--- config.mk ---
export PLATFORM = sky130hd
export DESIGN_NAME = eicfg_top
export DESIGN_NICKNAME = d
export VERILOG_FILES = /design/src/rtl/eicfg_pkg.sv /design/src/rtl/eicfg_idx_if.sv /design/src/rtl/eicfg_index_det.sv /design/src/rtl/eicfg_top.sv
export SDC_FILE = /design/constraint.sdc
export NUM_CORES = 1
export LEC_CHECK = 0
export BUFFER_PORTS_ARGS = -buffer_cell sky130_fd_sc_hd__buf_2
export CAP_MARGIN = 5
export CORE_UTILIZATION = 30
export CTS_BUF_LIST = sky130_fd_sc_hd__clkbuf_4 sky130_fd_sc_hd__clkbuf_8
export CTS_CLUSTER_DIAMETER = 60
export DETAILED_ROUTE_END_ITERATION = 16
export GPL_TIMING_DRIVEN = 0
export MAX_ROUTING_LAYER = met4
export PLACE_DENSITY = 0.52
export SKIP_CTS_REPAIR_TIMING = 1
export SLEW_MARGIN = 10
export SYNTH_ARGS = -nofsm -noshare
export SYNTH_HDL_FRONTEND = slang
export SYNTH_SLANG_ARGS = --single-unit
--- constraint.sdc ---
create_clock -name mclk_in -period 3.9 [get_ports mclk_in]
set_input_delay 0.39 -clock mclk_in [delete_from_list [all_inputs] [get_ports mclk_in]]
set_output_delay 0.39 -clock mclk_in [all_outputs]
set_load 0.01 [all_outputs]
--- src/rtl/eicfg_pkg.sv ---
// constants and types shared by the encoder index event block
package eicfg_pkg;
    // register indices, byte address is four times the index
    localparam logic [7:0] EICFG_IDX_INPUT_CONFIG = 8'h07;
    localparam logic [7:0] EICFG_IDX_RESET_VALUE = 8'h08;
    localparam logic [7:0] EICFG_IDX_POSITION = 8'h09;
    localparam logic [7:0] EICFG_IDX_LATCH = 8'h0a;
    localparam logic [7:0] EICFG_ADDR_INPUT_CONFIG = {EICFG_IDX_INPUT_CONFIG[5:0], 2'b00};
    localparam logic [7:0] EICFG_ADDR_RESET_VALUE = {EICFG_IDX_RESET_VALUE[5:0], 2'b00};
    localparam logic [7:0] EICFG_ADDR_POSITION = {EICFG_IDX_POSITION[5:0], 2'b00};
    localparam logic [7:0] EICFG_ADDR_LATCH = {EICFG_IDX_LATCH[5:0], 2'b00};
    // reset values
    localparam logic [31:0] EICFG_RST_INPUT_CONFIG = 32'h00000400;
    localparam logic [31:0] EICFG_RST_RESET_VALUE = 32'h00000000;
    localparam logic [31:0] EICFG_RST_POSITION = 32'h00000000;
    // field positions in encoder_input_config
    localparam int unsigned EICFG_BIT_SEL_DECIMAL = 0;
    localparam int unsigned EICFG_BIT_CLEAR_ON_INDEX = 1;
    localparam int unsigned EICFG_BIT_ACT_CONT = 2;
    localparam int unsigned EICFG_BIT_ACT_ONCE = 3;
    localparam int unsigned EICFG_BIT_POL_INDEX = 4;
    localparam int unsigned EICFG_BIT_SENS_LO = 5;
    localparam int unsigned EICFG_BIT_SENS_HI = 6;
    localparam int unsigned EICFG_BIT_POL_A = 7;
    localparam int unsigned EICFG_BIT_POL_B = 8;
    localparam int unsigned EICFG_BIT_SKIP_QUAL = 9;
    localparam int unsigned EICFG_BIT_LATCH_POS = 10;
    // index sensitivity modes, encoded 0..3 in declaration order
    typedef enum logic [1:0] {
        EICFG_SENS_LEVEL,
        EICFG_SENS_TO_ACTIVE,
        EICFG_SENS_TO_INACTIVE,
        EICFG_SENS_BOTH
    } eicfg_sens_e;
endpackage

--- src/rtl/eicfg_idx_if.sv ---
// carrier between the top and the index detector
`timescale 1ns/1ns
interface eicfg_idx_if;
    import eicfg_pkg::*;
    logic a_lvl;
    logic b_lvl;
    logic n_lvl;
    logic pol_index;
    logic pol_a;
    logic pol_b;
    logic skip_channel_qualification;
    eicfg_sens_e index_sensitivity;
    logic evt;
    modport det (
        input a_lvl, b_lvl, n_lvl, pol_index, pol_a, pol_b,
        input skip_channel_qualification, index_sensitivity,
        output evt
    );
    modport top (
        output a_lvl, b_lvl, n_lvl, pol_index, pol_a, pol_b,
        output skip_channel_qualification, index_sensitivity,
        input evt
    );
endinterface

--- src/rtl/eicfg_index_det.sv ---
// qualified index event detector
`timescale 1ns/1ns
module eicfg_index_det
    import eicfg_pkg::*;
(
    // clock, reset and enable
    input wire logic mclk_in,
    input wire logic srst_in,
    input wire logic clk_en_in,
    // synchronised channels and config
    eicfg_idx_if.det idx
);
    logic n_prev_q;
    logic n_prev_d;
    logic active;
    logic prev_active;
    logic trig;
    logic qual;

    always_comb begin
        n_prev_d = n_prev_q;
        if (clk_en_in) begin
            n_prev_d = idx.n_lvl;
        end
    end

    always_ff @(posedge mclk_in) begin
        if (srst_in) begin
            n_prev_q <= 1'b0;
        end else begin
            n_prev_q <= n_prev_d;
        end
    end

    always_comb begin
        // RL6 index polarity
        active = ~(idx.n_lvl ^ idx.pol_index);
        prev_active = ~(n_prev_q ^ idx.pol_index);
        // RL7 RL8 sensitivity select
        unique case (idx.index_sensitivity)
            EICFG_SENS_LEVEL: trig = active;
            EICFG_SENS_TO_ACTIVE: trig = active & ~prev_active;
            EICFG_SENS_TO_INACTIVE: trig = ~active & prev_active;
            EICFG_SENS_BOTH: trig = active ^ prev_active;
        endcase
        // RL9 RL10 RL11 channel qualification
        qual = idx.skip_channel_qualification |
               ((idx.a_lvl == idx.pol_a) & (idx.b_lvl == idx.pol_b));
        // RL13 single qualified pulse
        idx.evt = trig & qual & clk_en_in;
    end
endmodule // eicfg_index_det

--- src/rtl/eicfg_top.sv ---
// encoder index event config: apb registers, position counter, index actions
// Summary of operation
// RL1: constant format bit selects binary (0) or decimal (1) encoder constant.
// RL2: clear-on-index loads position with reset value on qualifying index events.
// RL3: software keeps clear-on-index off during closed-loop operation.
// RL4: continuous bit performs clear or latch on every qualifying index event.
// RL5: one-shot bit acts on the next qualifying event, then self-clears.
// RL6: index polarity bit selects low-active (0) or high-active (1) index.
// RL7: sensitivity 0 means event present while index sits active.
// RL8: sensitivity 1 to active, 2 to inactive, 3 either transition.
// RL9: A channel must match its polarity bit unless qualification skipped.
// RL10: B channel must match its polarity bit unless qualification skipped.
// RL11: skip bit set accepts index regardless of A and B levels.
// RL12: config register resets to 0x00000400.
// RL13: one synchronised qualified pulse drives all clear and latch actions.
//
// The implementer's own choice: register access over APB.
`timescale 1ns/1ns
module eicfg_top
    import eicfg_pkg::*;
(
    // clock, reset, enable
    input wire logic mclk_in,
    input wire logic srst_in,
    input wire logic clk_en_in,
    // apb slave
    input wire logic psel_in,
    input wire logic penable_in,
    input wire logic pwrite_in,
    input wire logic [7:0] paddr_in,
    input wire logic [31:0] pwdata_in,
    output logic [31:0] prdata_out,
    output logic pready_out,
    output logic pslverr_out,
    // encoder pins
    input wire logic enc_a_in,
    input wire logic enc_b_in,
    input wire logic enc_n_in,
    // status
    output logic enc_const_decimal_out,
    output logic index_event_out,
    output logic [31:0] enc_position_out
);
    eicfg_idx_if idx ();

    // pin synchronisers: stage one feeds only stage two
    logic [2:0] sync1_q;
    logic [2:0] sync1_d;
    logic [2:0] sync2_q;
    logic [2:0] sync2_d;
    logic [1:0] ab_prev_q;
    logic [1:0] ab_prev_d;

    always_comb begin
        sync1_d = sync1_q;
        sync2_d = sync2_q;
        ab_prev_d = ab_prev_q;
        if (clk_en_in) begin
            sync1_d = {enc_n_in, enc_b_in, enc_a_in};
            sync2_d = sync1_q;
            ab_prev_d = sync2_q[1:0];
        end
    end

    always_ff @(posedge mclk_in) begin
        if (srst_in) begin
            sync1_q <= 3'h0;
            sync2_q <= 3'h0;
            ab_prev_q <= 2'h0;
        end else begin
            sync1_q <= sync1_d;
            sync2_q <= sync2_d;
            ab_prev_q <= ab_prev_d;
        end
    end

    // registers
    logic [31:0] cfg_q;
    logic [31:0] cfg_d;
    logic [31:0] rst_val_q;
    logic [31:0] rst_val_d;
    logic [31:0] pos_q;
    logic [31:0] pos_d;
    logic [31:0] latch_q;
    logic [31:0] latch_d;
    logic [31:0] rdata_q;
    logic [31:0] rdata_d;
    logic evt_q;
    logic evt_d;

    logic apb_access;
    logic apb_setup;
    logic wr_cfg;
    logic wr_rst_val;
    logic act;
    logic [1:0] step;

    // gray step decode: bit1 valid, bit0 up
    function automatic logic [1:0] eicfg_quad_step(input logic [1:0] prev, input logic [1:0] cur);
        logic [1:0] res;
        res = 2'h0;
        unique case ({prev, cur})
            4'h1, 4'h7, 4'he, 4'h8: res = 2'h3;
            4'h2, 4'hb, 4'hd, 4'h4: res = 2'h2;
            default: res = 2'h0;
        endcase
        return res;
    endfunction

    function automatic logic eicfg_mapped(input logic [7:0] addr);
        return (addr == EICFG_ADDR_INPUT_CONFIG) || (addr == EICFG_ADDR_RESET_VALUE) ||
               (addr == EICFG_ADDR_POSITION) || (addr == EICFG_ADDR_LATCH);
    endfunction

    assign idx.a_lvl = sync2_q[0];
    assign idx.b_lvl = sync2_q[1];
    assign idx.n_lvl = sync2_q[2];
    assign idx.pol_index = cfg_q[EICFG_BIT_POL_INDEX];
    assign idx.pol_a = cfg_q[EICFG_BIT_POL_A];
    assign idx.pol_b = cfg_q[EICFG_BIT_POL_B];
    assign idx.skip_channel_qualification = cfg_q[EICFG_BIT_SKIP_QUAL];
    assign idx.index_sensitivity = eicfg_sens_e'(cfg_q[EICFG_BIT_SENS_HI:EICFG_BIT_SENS_LO]);

    eicfg_index_det u_det (
        .mclk_in(mclk_in),
        .srst_in(srst_in),
        .clk_en_in(clk_en_in),
        .idx(idx)
    );

    // zero wait state while enabled; a low enable also stalls the bus
    assign pready_out = psel_in & penable_in & clk_en_in;
    assign pslverr_out = psel_in & penable_in & ~eicfg_mapped(paddr_in);
    assign prdata_out = rdata_q;
    // RL1 format flag
    assign enc_const_decimal_out = cfg_q[EICFG_BIT_SEL_DECIMAL];
    assign index_event_out = evt_q;
    assign enc_position_out = pos_q;

    always_comb begin
        apb_access = psel_in & penable_in & clk_en_in;
        apb_setup = psel_in & ~penable_in & clk_en_in;
        wr_cfg = apb_access & pwrite_in & (paddr_in == EICFG_ADDR_INPUT_CONFIG);
        wr_rst_val = apb_access & pwrite_in & (paddr_in == EICFG_ADDR_RESET_VALUE);
        // RL4 RL5 action gate
        act = idx.evt & (cfg_q[EICFG_BIT_ACT_CONT] | cfg_q[EICFG_BIT_ACT_ONCE]);
        step = eicfg_quad_step(ab_prev_q, sync2_q[1:0]);

        cfg_d = cfg_q;
        rst_val_d = rst_val_q;
        pos_d = pos_q;
        latch_d = latch_q;
        rdata_d = rdata_q;
        evt_d = evt_q;
        if (clk_en_in) begin
            evt_d = idx.evt;
            // RL5 one-shot self clear, a same-cycle write wins
            if (act && cfg_q[EICFG_BIT_ACT_ONCE]) begin
                cfg_d[EICFG_BIT_ACT_ONCE] = 1'b0;
            end
            if (wr_cfg) begin
                cfg_d = pwdata_in;
            end
            if (wr_rst_val) begin
                rst_val_d = pwdata_in;
            end
            // RL2 reload takes priority over counting
            if (act && cfg_q[EICFG_BIT_CLEAR_ON_INDEX]) begin
                pos_d = rst_val_q;
            end else if (step[1]) begin
                pos_d = step[0] ? pos_q + 32'h1 : pos_q - 32'h1;
            end
            // latch catches the position before any reload
            if (act && cfg_q[EICFG_BIT_LATCH_POS]) begin
                latch_d = pos_q;
            end
            // read data is captured in setup so it comes from flops
            if (apb_setup && !pwrite_in) begin
                unique case (paddr_in)
                    EICFG_ADDR_INPUT_CONFIG: rdata_d = cfg_q;
                    EICFG_ADDR_RESET_VALUE: rdata_d = rst_val_q;
                    EICFG_ADDR_POSITION: rdata_d = pos_q;
                    EICFG_ADDR_LATCH: rdata_d = latch_q;
                    default: rdata_d = 32'h0;
                endcase
            end
        end
    end

    always_ff @(posedge mclk_in) begin
        if (srst_in) begin
            // RL12 config reset value
            cfg_q <= EICFG_RST_INPUT_CONFIG;
            rst_val_q <= EICFG_RST_RESET_VALUE;
            pos_q <= EICFG_RST_POSITION;
            latch_q <= EICFG_RST_POSITION;
            rdata_q <= 32'h0;
            evt_q <= 1'b0;
        end else begin
            cfg_q <= cfg_d;
            rst_val_q <= rst_val_d;
            pos_q <= pos_d;
            latch_q <= latch_d;
            rdata_q <= rdata_d;
            evt_q <= evt_d;
        end
    end
endmodule // eicfg_top

Yosys cells after proc, flatten, opt, wreduce, memory -nomap -nowiden. Memories as Yosys holds them, arrays and structs flattened. A register that Yosys moved wholly into a read port is not among the register bits. Cells that the tools add are included.

Bits in registers: 170. Memories: 1. Memory bits (read-only): 32. RAM bits: 0. Bits in latches: 0. Output and inout port bits: 68.

Multiply operators: 0. Add/sub/neg operators: 2. Shift-type cells: 0. $lt $le $gt $ge: 0. Reductions and logical operators: 17. Bitwise operators: 23. Divide/modulo/power cells: 0. Equality and inequality tests: 9. Muxes and demuxes: 9.

Memories: (name not given) (words 16, width 2, rd ports 1, clocked after Yosys merged registers in 1, write ports 0, line eicfg_top.sv:102) `unique case ({prev, cur})`.

Operators by type and width (number): one-hot mux 32 bit (4 select lines) (1); two-way mux 32 bit (3); adder 32 x 1 -> 32 bit (second input constant) (1); subtractor 32 x 1 -> 32 bit (second input constant) (1); equality test 8 x 6 -> 1 bit (second input constant) (3); bitwise AND 1 bit (14); two-way mux 4 bit (3); AND reduction 2 bit (6); equality test 8 x 5 -> 1 bit (second input constant) (1); equality test 2 bit (second input constant) (2); logical AND 1 bit (4); inverter 1 bit (4); one-hot mux 1 bit (4 select lines) (1); nonzero test 2 bit (2); logical OR 1 bit (3); XOR 1 bit (3); equality test 1 bit (2); equality test 2 x 1 -> 1 bit (second input constant) (1); zero test 2 bit (1); OR 1 bit (2); zero test 1 bit (1); two-way mux 1 bit (1).

Longest topological paths before layout. Gate-level depths: netlist of run 1.

Depth in word-level cells: 10. Depth in mapped cells: 13. Depth with buffers taken out: 12.

By module. From an unflattened synthesis of run 1, not the netlist that was laid out.

Cell total of the unflattened synthesis: 1096. Area total of the unflattened synthesis: 8667.1 um2.

By module, submodules not included: eicfg_top (cells each 1078, sequential area each 3423.3 um2, area each 8520.7 um2, times used 1); eicfg_index_det (cells each 18, sequential area each 20.0 um2, area each 146.4 um2, times used 1).

Worst setup path before layout of run 1. OpenSTA, ideal clock, no wires.

Path type: reg-to-reg. Start point: register, netlist name step[0]. End point: register pos_q[30], in the netlist enc_position_out[30]. Path buffers: 0. Library setup time: 103 ps. Required time: 3797 ps. Arrival: 3139 ps. Stages on the path, launching flop included: 12. Setup slack: 658 ps. Period minus slack after synthesis: 3242 ps. Path through: dfxtp_1 inv_1 ha_1 and2_4 nor4_1 a211oi_2 o21ai_2 a31oi_4 a2111oi_4 o31ai_2 xnor2_1 a2111oi_2.

Cells in the longest elaborated chain, start to end: 3.

RTL lines: two-way mux 32 bit (line eicfg_top.sv:171) `pos_d = step[0] ? pos_q + 32'h1 : pos_q - 32'h1;`; two-way mux 32 bit (line eicfg_top.sv:170) `end else if (step[1]) begin`; two-way mux 32 bit (line eicfg_top.sv:168) `if (act && cfg_q[EICFG_BIT_CLEAR_ON_INDEX]) begin`; end signal: assignment (line eicfg_top.sv:202) `pos_q <= pos_d;`; end: declaration (line eicfg_top.sv:82) `logic [31:0] pos_q;`.

Every way passes these cells. The select of a mux whose other input is x is not followed. A chain may end at the register's enable or synchronous reset.

Final worst setup path of run 1.
Start point: register, netlist name step[0]. End point: register pos_q[30], in the netlist enc_position_out[30].

Cells in the longest elaborated chain, start to end: 3.

RTL lines (line): two-way mux 32 bit (eicfg_top.sv:171); two-way mux 32 bit (eicfg_top.sv:170); two-way mux 32 bit (eicfg_top.sv:168).

Every way passes these cells. The select of a mux whose other input is x is not followed.

==> impl_results.md, run 1 <==
* Outcome: finished, final reports clean
* Max Slew Vio Count at 0
* Period Utilization, post-route at between 90 and 100%
* Startpoint types: flip-flop
* Reg-to-Reg End: enc_position_out[30]$_SDFFE_PP0P_
* FF-to-FF setup slack at 0.29 ns
* Total GRT Usage at ~22%
* Final total power at between 0.004 and 0.005 W
* Worst Reg-to-Reg Cells at 12
* First-pass GRT wire length at around 47 mm
* Hold Crit Start: pwdata_in[30]
* Worst setup path class: reg -> reg
* CP max-delay cell: dfxtp_1
* Max-slew headroom at between 20% and 30%
* DRC viols at 0
* WHS Endpoint: cfg_q[30]$_SDFFE_PP0P_
* FILL cells at 3,021
* CTS tree: built
* Synth top area share at about two fifths
* I/O pin cnt at approximately 120
* Post-synthesis sequential area ratio at 40.0%
* Post-synthesis register bit count at between 150 and 200
* Area Overhead vs Synth at 17.6%
* Post-Route WL at 30.6 mm
* # Max-Cap Violations at 0
* Clock buffer count from CTS at 17
* Slowest stage delay, CP at between 0.6 and 0.7 ns
* TNS Setup at 0 ns
* Leakage at slightly below 4 nW
* Yosys top cell by area: dfxtp_1
* Layout cell share with drive strength beyond 1 at 15.5%
* Clock slew at reported path FFs at approximately 0.11 ns
* Final HPWL DP at about 22 mm
* Worst Tran Pin Value at ~1.2 ns
* Clk_skew at 0.0210 ns
* Hold Crit Class: in -> reg
* Fmax at ~0.28 GHz
* Clock Latency Late Sink at between 0.4 and 0.5 ns
* Avg Synthesized Cell Area at roughly 8 sq um
* ANT nets after route at 0
* Horiz. Die Dim at approximately 170 um
* Core ar. at approximately 0.028 sq mm
* Initial DRC count at roughly 600
* Largest net degree at the start of global routing at 31
* Crit end category: flip-flop
* Vias in the first global route at slightly above 8,000
* Full die area at 0.0293 sq mm
* Syn Nets at 1,153
* Pwr dens at between 400 and 500 mW/mm^2
* Most used DFF post-synth: dfxtp_1
* Die height at 171 um
* Critical path buffer and inverter count at 2
* RR Startpoint: step[0]$_DFF_P_
* Crit-path leading delay family: compound AO/OA/AOI/OAI gates
* Synth Instances at about 1,100
* Critical Path AT at roughly 4.0 ns
* Final hold vios at 0
* Setup violations, final at 0
* Total Nets Final at around 1,300
* Root Driver: clkbuf_8
* CP cell instances: clkinvlp_4 -> buf_4 -> ha_1 -> nor2b_4 -> o31ai_2 -> a211oi_2 -> o21ai_2 -> a31oi_4 -> a2111oi_4 -> o31ai_2 -> xnor2_1 -> a2111oi_2
* CTS Sinks at around 170
* Drt pass-1 iters at 5
* RSZ-0062 raised after global routing: no
* Via count at 8,327
* Multi-input logic area at roughly 0.0048 sq mm
* Utilization after layout at a little over a third
* Most used cell along the critical path: o31ai_2
* Initial antenna violation count at 0
* Vias per inst at between 5 and 6
* Global route overflow at 0
* Cells on Worst Hold Path at 3
* WL/cell at 19.2 um
* CP required at 4.27 ns
* Async set-reset flop share out of synthesis at 0%
* Num rows at 61
* Critical path peak fanout at 15
* Reg area at 0.00344 sq mm
* Placer congestion estimate at roughly 0.89
* Number of flops mapped to enable cells by yosys at 0
* Post-synth cell types at between 70 and 80
* Max VDD drop at 238 uV
* Starting density of the core at ~31%
* Port Buffers at 114
* Post-layout min period at 3.61 ns
* Ys Warns at 0
* Diode count at 0
* Post-Syn Area at roughly 0.0086 sq mm
* Max Root-Sink Buffers at 2
* H-Tree Depth at 4
* Largest cells by area after synthesis: dfxtp_1, nand2_1, a21oi_1
[sequential cells by signal, indices dropped and copies added, names as in the netlist]
| register | cells |
|---|---|
| ab_prev_q | 2 |
| cfg_q | 32 |
| enc_position_out | 32 |
| index_event_out | 1 |
| latch_q | 32 |
| prdata_out | 32 |
| rst_val_q | 32 |
| step | 2 |
| sync1_q | 3 |
| sync2_q | 3 |
| u_det.n_prev_q | 1 |
[logic make-up after synthesis]
logic type / Yosys count / share of synthesized area [%]
mux: 13 / 1.67
compound gates: 299 / 24.5
flops: 172 / 40.0
xor+xnor: 25 / 2.55
fa+ha+maj: 37 / 5.47
buf+inv: 91 / 4.28
simple gates: 430 / 21.5
[worst register-to-register path: stages, from the launching register on]
cell and delay, ns:
dfxtp_1 0.62, clkinvlp_4 0.15, buf_4 0.22, ha_1 0.36
nor2b_4 0.16, o31ai_2 0.36, a211oi_2 0.16, o21ai_2 0.23
a31oi_4 0.17, a2111oi_4 0.49, o31ai_2 0.11, xnor2_1 0.15
a2111oi_2 0.34
[worst max path at each step]
stage                                from                                end  slack [ns]  cells after the start
after floorplan           step[0]$_DFF_P_  enc_position_out[30]$_SDFFE_PP0P_        0.66                     11
after global placement    step[0]$_DFF_P_  enc_position_out[30]$_SDFFE_PP0P_       -0.02                     11
final                     step[0]$_DFF_P_  enc_position_out[30]$_SDFFE_PP0P_        0.29                     12
after global routing      step[0]$_DFF_P_  enc_position_out[30]$_SDFFE_PP0P_       0.004                     12
after detailed placement  step[0]$_DFF_P_  enc_position_out[30]$_SDFFE_PP0P_       -0.04                     11
after CTS                 step[0]$_DFF_P_  enc_position_out[30]$_SDFFE_PP0P_       -0.08                     11
[cells in the mapped netlist (3+ instances only)]
| master | n |
|---|---|
| o211ai_1 | 6 |
| a221o_1 | 32 |
| a21o_1 | 12 |
| nor2_1 | 85 |
| and2_1 | 3 |
| ha_1 | 36 |
| buf_1 | 4 |
| nor2b_1 | 3 |
| a22oi_1 | 4 |
| inv_1 | 14 |
| nor3_1 | 44 |
| o21ai_0 | 6 |
| o22ai_1 | 6 |
| nand3_1 | 14 |
| xnor2_1 | 19 |
| nor4_1 | 3 |
| o21ai_1 | 6 |
| a21oi_1 | 136 |
| dfxtp_1 | 172 |
| a221oi_1 | 32 |
| a211oi_1 | 12 |
| nand2_1 | 240 |
| a31oi_1 | 4 |
| a311oi_1 | 12 |
| nand2b_1 | 4 |
| and3_1 | 8 |
| mux2i_1 | 11 |
| xor2_1 | 6 |
| clkbuf_1 | 63 |
| buf_2 | 7 |
| or3_1 | 4 |
[metrics by stage]
step	cell area (sq um)	cells	hold WS, ns	worst slack, ns
after floorplan	8600	1067	0.436	0.658
after global placement	9640	1559	0.442	-0.0153
after detailed placement	9640	1559	0.446	-0.0424
after CTS	10100	1591	0.133	-0.0817
after global routing	10100	1594	0.133	0.00445
final	10100	1594	0.152	0.288
[routing by layer]
| metal | global-route usage [%] | vias to the layer above | routed length [um] |
|---|---|---|---|
| met5 | - | - | 0 |
| met4 | 7.45 | 0 | 835 |
| met3 | 4.16 | 37 | 1640 |
| met2 | 34.4 | 248 | 13700 |
| met1 | 28.5 | 3957 | 14400 |
| li1 | - | 4085 | - |
[final cells by class]
type / instances / area share, %
buffer: 77 / 3.12
clock buffer: 19 / 2.52
clock inverter: 13 / 1.84
inverter: 14 / 0.557
multi-input combinational: 804 / 47.4
sequential: 172 / 34.1
tap: 378 / 4.68
timing repair buffer: 116 / 5.79
timing repair inverter: 1 / 0.0742
[cell usage in the layout, fill, tap and decap left out, types with 3 or more instances in the layout]
cell,instances
inv_1,13
or3_1,4
a31oi_1,4
buf_4,4
a21oi_1,136
buf_1,4
ha_1,36
nand2_1,240
mux2i_1,11
a221oi_1,32
a21o_1,12
xor2_1,6
a311oi_1,12
a211oi_1,12
buf_2,121
o21ai_1,6
nand2b_1,4
o21ai_0,6
a22oi_1,4
nor4_1,3
nor2_1,85
clkbuf_8,19
xnor2_1,19
inv_6,3
and2_1,3
nor2b_1,3
clkinv_2,3
clkbuf_1,63
o211ai_1,6
a221o_1,32
bufinv_16,4
o22ai_1,6
and3_1,8
clkinvlp_4,3
nand3_1,14
nor3_1,44
dfxtp_1,172
[power by group]
part           switching [W]  total (W)  internal, W
clock network       0.000711    0.00144     0.000728
registers          0.0000631    0.00186      0.00180
logic               0.000527   0.000943     0.000416
No activity file was read; power rests on OpenSTA's default activity.
==> run 2: changes to the inputs <==
--- a/config.mk
+++ b/config.mk
@@ -12,7 +12,6 @@
 export CTS_CLUSTER_DIAMETER = 60
 export DETAILED_ROUTE_END_ITERATION = 16
 export GPL_TIMING_DRIVEN = 0
-export MAX_ROUTING_LAYER = met4
 export PLACE_DENSITY = 0.52
 export SKIP_CTS_REPAIR_TIMING = 1
 export SLEW_MARGIN = 10
==> run 2 against run 1 <==
  * Clock skew down 0.0042 ns
  * Global-route usage shrank 0.60 points
  * Largest cell class unchanged
  * Largest power group unchanged
  * Utilization down 0.16 points
  * Die area is the same
  * Fmax is 1.6% lower
  * Clock power is 7% lower
  * Via count rose by 0.76%
  * Total power fell by 2.4%
  * Sequential power barely moved
  * Combinational power hardly changed
  * Register-to-register slack lost 0.06 ns
  * Cell count barely moved
  * Critical path type unchanged
==> impl_results.md, run 2 (same netlist as run 1, synthesis figures left out) <==
* Outcome: finished, final reports clean
* Sw Ratio at 31.6%
* Reg power frac at between 40% and 50%
* Setup violations, final at 0
* Port Buffers at approximately 110
* Worst Tran Pin Value at approximately 1.1 ns
* Most common cell after layout, fill and taps aside: nand2_1
* Post-Route WL at between 30 and 40 mm
* Hold Crit Class: in -> reg
* Pwr dens at 412 mW/mm^2
* Worst setup path class: reg -> reg
* FILL cells at 3,057
* Largest net degree at the start of global routing at 31
* Clock buffer count from CTS at 17
* Leakage at about 3.9 nW
* Starting density of the core at about 30%
* Layout cell share with drive strength beyond 1 at roughly 15%
* Total Nets Final at between 1,000 and 1,500
* Root Driver: clkbuf_8
* TNS Setup at 0 ns
* Max-slew headroom at 23.4%
* NetSw at roughly 0.0013 W
* Global route overflow at 0
* H-Tree Depth at 4
* Critical path peak fanout at 15
* Clk_skew at 0.0168 ns
* Fmax at around 0.27 GHz
* Post-layout min period at 3.67 ns
* CTS Sinks at 172
* Full die area at roughly 0.029 sq mm
* Horiz. Die Dim at about 170 um
* CP required at around 4.3 ns
* Period Utilization, post-route at between 90% and 100%
* Max Root-Sink Buffers at 2
* Power share of the clock group at 32.3%
* Most frequent cells in the layout: nand2_1, dfxtp_1, a21oi_1, buf_2, nor2_1
* WL/cell at ~19 um
* Startpoint types: flip-flop
* Placer congestion estimate at 0.890
* ANT nets after route at 0
* Cell Int Power at around 0.0028 W
* Final HPWL DP at ~22 mm
* Drt pass-1 iters at 5
* Max Slew Vio Count at 0
* Initial antenna violation count at 0
* I/O pin cnt at around 120
* Crit end category: flip-flop
* Max VDD drop at 224 uV
* Vias per inst at 5.27
* Vias in the first global route at approximately 8,000
* Clock slew at reported path FFs at ~0.1 ns
* First-pass GRT wire length at 47.5 mm
* Via count at approximately 8,400
* Die height at between 150 and 200 um
* Diode count at 0
* Num rows at 61
* CTS tree: built
* # Max-Cap Violations at 0
* Power share of the combinational group at between 20% and 30%
* Core ar. at roughly 0.028 sq mm
* Final hold vios at 0
* Fin Hold WS at approximately 0.15 ns
* Critical Path AT at ~4 ns
* Clock Latency Late Sink at 0.47 ns
* Total GRT Usage at between 20% and 30%
* Initial DRC count at ~630
* DRC viols at 0
* Area Overhead vs Synth at 17.1%
## run 2: worst paths after layout
kind                                               from                           endpoint  slack, ns  depth (start not counted)
worst max-delay path                    step[0]$_DFF_P_  enc_position_out[30]$_SDFFE_PP0P_       0.23                         12
worst min-delay path                      pwdata_in[15]             cfg_q[15]$_SDFFE_PP0P_       0.15                          3
worst max register to register          step[0]$_DFF_P_  enc_position_out[30]$_SDFFE_PP0P_       0.23                         12
worst min register to register  latch_q[8]$_SDFFE_PP0P_            latch_q[8]$_SDFFE_PP0P_       0.46                          2
## run 2: cell type report
| cell class | instances | area (sq um) | share of cell area (%) |
|---|---|---|---|
| Buffer | 77 | 315 | 3.13 |
| Clock buffer | 20 | 269 | 2.67 |
| Clock inverter | 12 | 135 | 1.34 |
| Inverter | 14 | 56.3 | 0.559 |
| Multi-Input combinational cell | 804 | 4790 | 47.6 |
| Sequential cell | 172 | 3440 | 34.2 |
| Tap cell | 378 | 473 | 4.70 |
| Timing Repair Buffer | 115 | 578 | 5.74 |
| Timing Repair inverter | 1 | 7.51 | 0.0746 |
## run 2: worst max-delay path, cell delays in order, from the launching register on
cell and delay [ns]:
dfxtp_1 0.64, clkinvlp_4 0.16, buf_4 0.23, ha_1 0.34, and2_4 0.17, nor4_1 0.34
a211oi_2 0.16, o21ai_2 0.22, a31oi_4 0.17, a2111oi_4 0.53, o31ai_2 0.11, xnor2_1 0.14
a2111oi_2 0.36
## run 2: power groups by stage
| stage | Clock (W) | Sequential, W | Combinational, W |
|---|---|---|---|
| after floorplan | 0 | 0.00190 | 0.000683 |
| after global placement | 0 | 0.00190 | 0.000931 |
| after detailed placement | 0 | 0.00190 | 0.000934 |
| after CTS | 0.00136 | 0.00186 | 0.000940 |
| after global routing | 0.00144 | 0.00187 | 0.00104 |
| final | 0.00134 | 0.00186 | 0.000943 |
## run 2: stage by stage
step	area (sq um)	instances	power, W	setup slack (ns)	util (%)
floorplan	8600	1067	0.00258	0.658	-
global placement	9640	1559	0.00283	-0.0299	34.4
detailed placement	9640	1559	0.00284	-0.0447	34.4
CTS	10000	1591	0.00417	-0.0800	35.9
global route	10100	1593	0.00436	-0.00353	35.9
finish	10100	1593	0.00414	0.228	35.9
## run 2: metal layers
metal  global-route usage (%)  routed length, um
met4                     7.38                702
met5                        0                  0
met1                     28.9              14300
met2                     34.3              13900
met3                     3.70               1660
==> run 3: changes to the inputs <==
--- a/config.mk
+++ b/config.mk
@@ -13,6 +13,7 @@
 export DETAILED_ROUTE_END_ITERATION = 16
 export GPL_TIMING_DRIVEN = 0
 export PLACE_DENSITY = 0.52
+export RECOVER_POWER = 25
 export SKIP_CTS_REPAIR_TIMING = 1
 export SLEW_MARGIN = 10
 export SYNTH_ARGS = -nofsm -noshare
==> run 3 against run 2 <==
  * Sequential share of layout area increased by 0.21 points
  * Global-route usage is the same
  * Setup slack better by 0.013 ns
  * Clock skew increased by 0.00090 ns
  * Utilization shrank 0.22 points
  * Via count down 0.57%
  * Die area unchanged
  * Total power fell by 0.11%
  * Non-clock buffer count unchanged
  * Sequential cell count stayed put
  * Cell count is the same
  * Critical endpoint unchanged
  * Highest routed layer unchanged
==> impl_results.md, run 3 (same netlist as run 1, synthesis figures left out) <==
* Outcome: finished, final reports clean
* Largest net degree at the start of global routing at 31
* DRC viols at 0
* Horiz. Die Dim at about 170 um
* ANT nets after route at 0
* Placer congestion estimate at roughly 0.89
* Core ar. at 0.0280 sq mm
* Reg power frac at approximately 45%
* Hold Crit Class: in -> reg
* NetSw at ~0.0013 W
* Layout cell share with drive strength beyond 1 at a little under an eighth
* Total GRT Usage at a little over a fifth
* Clock Latency Late Sink at 0.47 ns
* First-pass GRT wire length at between 40 and 50 mm
* Design Area, Final at approximately 0.010 sq mm
* TNS Setup at 0 ns
* CP required at around 4.3 ns
* Clock slew at reported path FFs at 0.11 ns
* Via count at 8,342
* Post-layout min period at about 3.7 ns
* Initial DRC count at 643
* Final worst setup slack at roughly 0.24 ns
* Clk_skew at around 0.018 ns
* CTS tree: built
* Critical path peak fanout at 15
* Global route overflow at 0
* H-Tree Depth at 4
* Port Buffers at 114
* Worst setup path class: reg -> reg
* Final hold vios at 0
* Cell Int Power at approximately 0.0028 W
* Max Root-Sink Buffers at 2
* Initial antenna violation count at 0
* Area Overhead vs Synth at 16.3%
* Power share of the combinational group at a little under a quarter
* Vias per inst at ~5.2
* Max VDD drop at 223 uV
* Period Utilization, post-route at between 90% and 100%
* I/O pin cnt at ~120
* Pwr dens at slightly above 400 mW/mm^2
* Startpoint types: flip-flop
* Post-Route WL at around 31 mm
* CP max-delay cell: dfxtp_1
* Vias in the first global route at around 8,000
* Post-place setup slack at -0.0447 ns
* Max Slew Vio Count at 0
* Finished Layout Cells at ~1,600
* CTS Sinks at 172
* # Max-Cap Violations at 0
* Total Nets Final at 1,288
* Leakage at 3.70 nW
* Die height at 171 um
* Clock buffer count from CTS at 17
* Num rows at 61
* WL/cell at 19.2 um
* Final HPWL DP at about 22 mm
* FILL cells at about 3,000
* Fmax at roughly 0.27 GHz
* Dpl cells at around 1,600
* Crit end category: flip-flop
* Setup violations, final at 0
* Full die area at ~0.029 sq mm
* Most frequent cells in the layout: nand2_1, dfxtp_1, a21oi_1, clkbuf_1, nor2_1
* CP cell instances: clkinvlp_4 -> buf_4 -> ha_1 -> and2_4 -> nor4_1 -> a211oi_2 -> o21ai_2 -> a31oi_4 -> a2111oi_4 -> o31ai_2 -> xnor2_1 -> a2111oi_2
* Max-slew headroom at between 20% and 30%
* Area after DPL at 0.00964 sq mm
* Sw Ratio at a little under a third
* Critical Path AT at roughly 4.0 ns
* Diode count at 0
* Power share of the clock group at between 30% and 40%
* Most common cell after layout, fill and taps aside: nand2_1
* Slowest stage delay, CP at ~0.63 ns
* Worst Tran Pin Value at 1.15 ns
* Drt pass-1 iters at 5
* Starting density of the core at 30.7%
* Root Driver: clkbuf_8
run 3: per-stage QoR:
stage               utilization, %  power (W)  hold slack, ns
finish                        35.7    0.00414           0.152
global route                  35.7    0.00435           0.134
CTS                           35.9    0.00417           0.126
detailed placement            34.4    0.00284           0.447
global placement              34.4    0.00283           0.442
floorplan                        -    0.00258           0.436
run 3: metal layers:
layer,wire (um),share of wire (%),track usage [%]
met1,14200,46,28.9
met2,13900,45,34.3
met3,1770,5.8,3.70
met4,739,2.4,7.38
met5,0,0,0
run 3: final cells by class:
| cell class | count | area, sq um | area share (%) |
|---|---|---|---|
| Buffer | 77 | 315 | 3.15 |
| Clock buffer | 20 | 269 | 2.69 |
| Clock inverter | 12 | 135 | 1.35 |
| Inverter | 14 | 56.3 | 0.563 |
| Multi-Input combinational cell | 804 | 4790 | 47.9 |
| Sequential cell | 172 | 3440 | 34.4 |
| Tap cell | 378 | 473 | 4.73 |
| Timing Repair Buffer | 115 | 515 | 5.15 |
| Timing Repair inverter | 1 | 7.51 | 0.0750 |
run 3: power by group through the flow:
stage | clock network (W) | registers (W) | logic (W)
after floorplan | 0 | 0.00190 | 0.000683
final | 0.00134 | 0.00186 | 0.000936
after global placement | 0 | 0.00190 | 0.000931
after CTS | 0.00136 | 0.00186 | 0.000940
after detailed placement | 0 | 0.00190 | 0.000934
after global routing | 0.00144 | 0.00187 | 0.00104
run 3: final timing paths:
| kind | start | endpoint | slack [ns] | cells after the start |
|---|---|---|---|---|
| min reg2reg | latch_q[8]$_SDFFE_PP0P_ | latch_q[8]$_SDFFE_PP0P_ | 0.46 | 2 |
| min | pwdata_in[15] | cfg_q[15]$_SDFFE_PP0P_ | 0.15 | 3 |
| max | step[0]$_DFF_P_ | enc_position_out[30]$_SDFFE_PP0P_ | 0.24 | 12 |
| max reg2reg | step[0]$_DFF_P_ | enc_position_out[30]$_SDFFE_PP0P_ | 0.24 | 12 |
run 3: critical path, delay by kind of cell (launching register included):
family	cells	cell delay [ns]
AO/OA/AOI/OAI	6	1.54
flip-flops	1	0.63
AND/OR/NAND/NOR	2	0.51
buffers and inverters	2	0.39
adder cells (fa/ha/maj)	1	0.34
XOR/XNOR	1	0.14
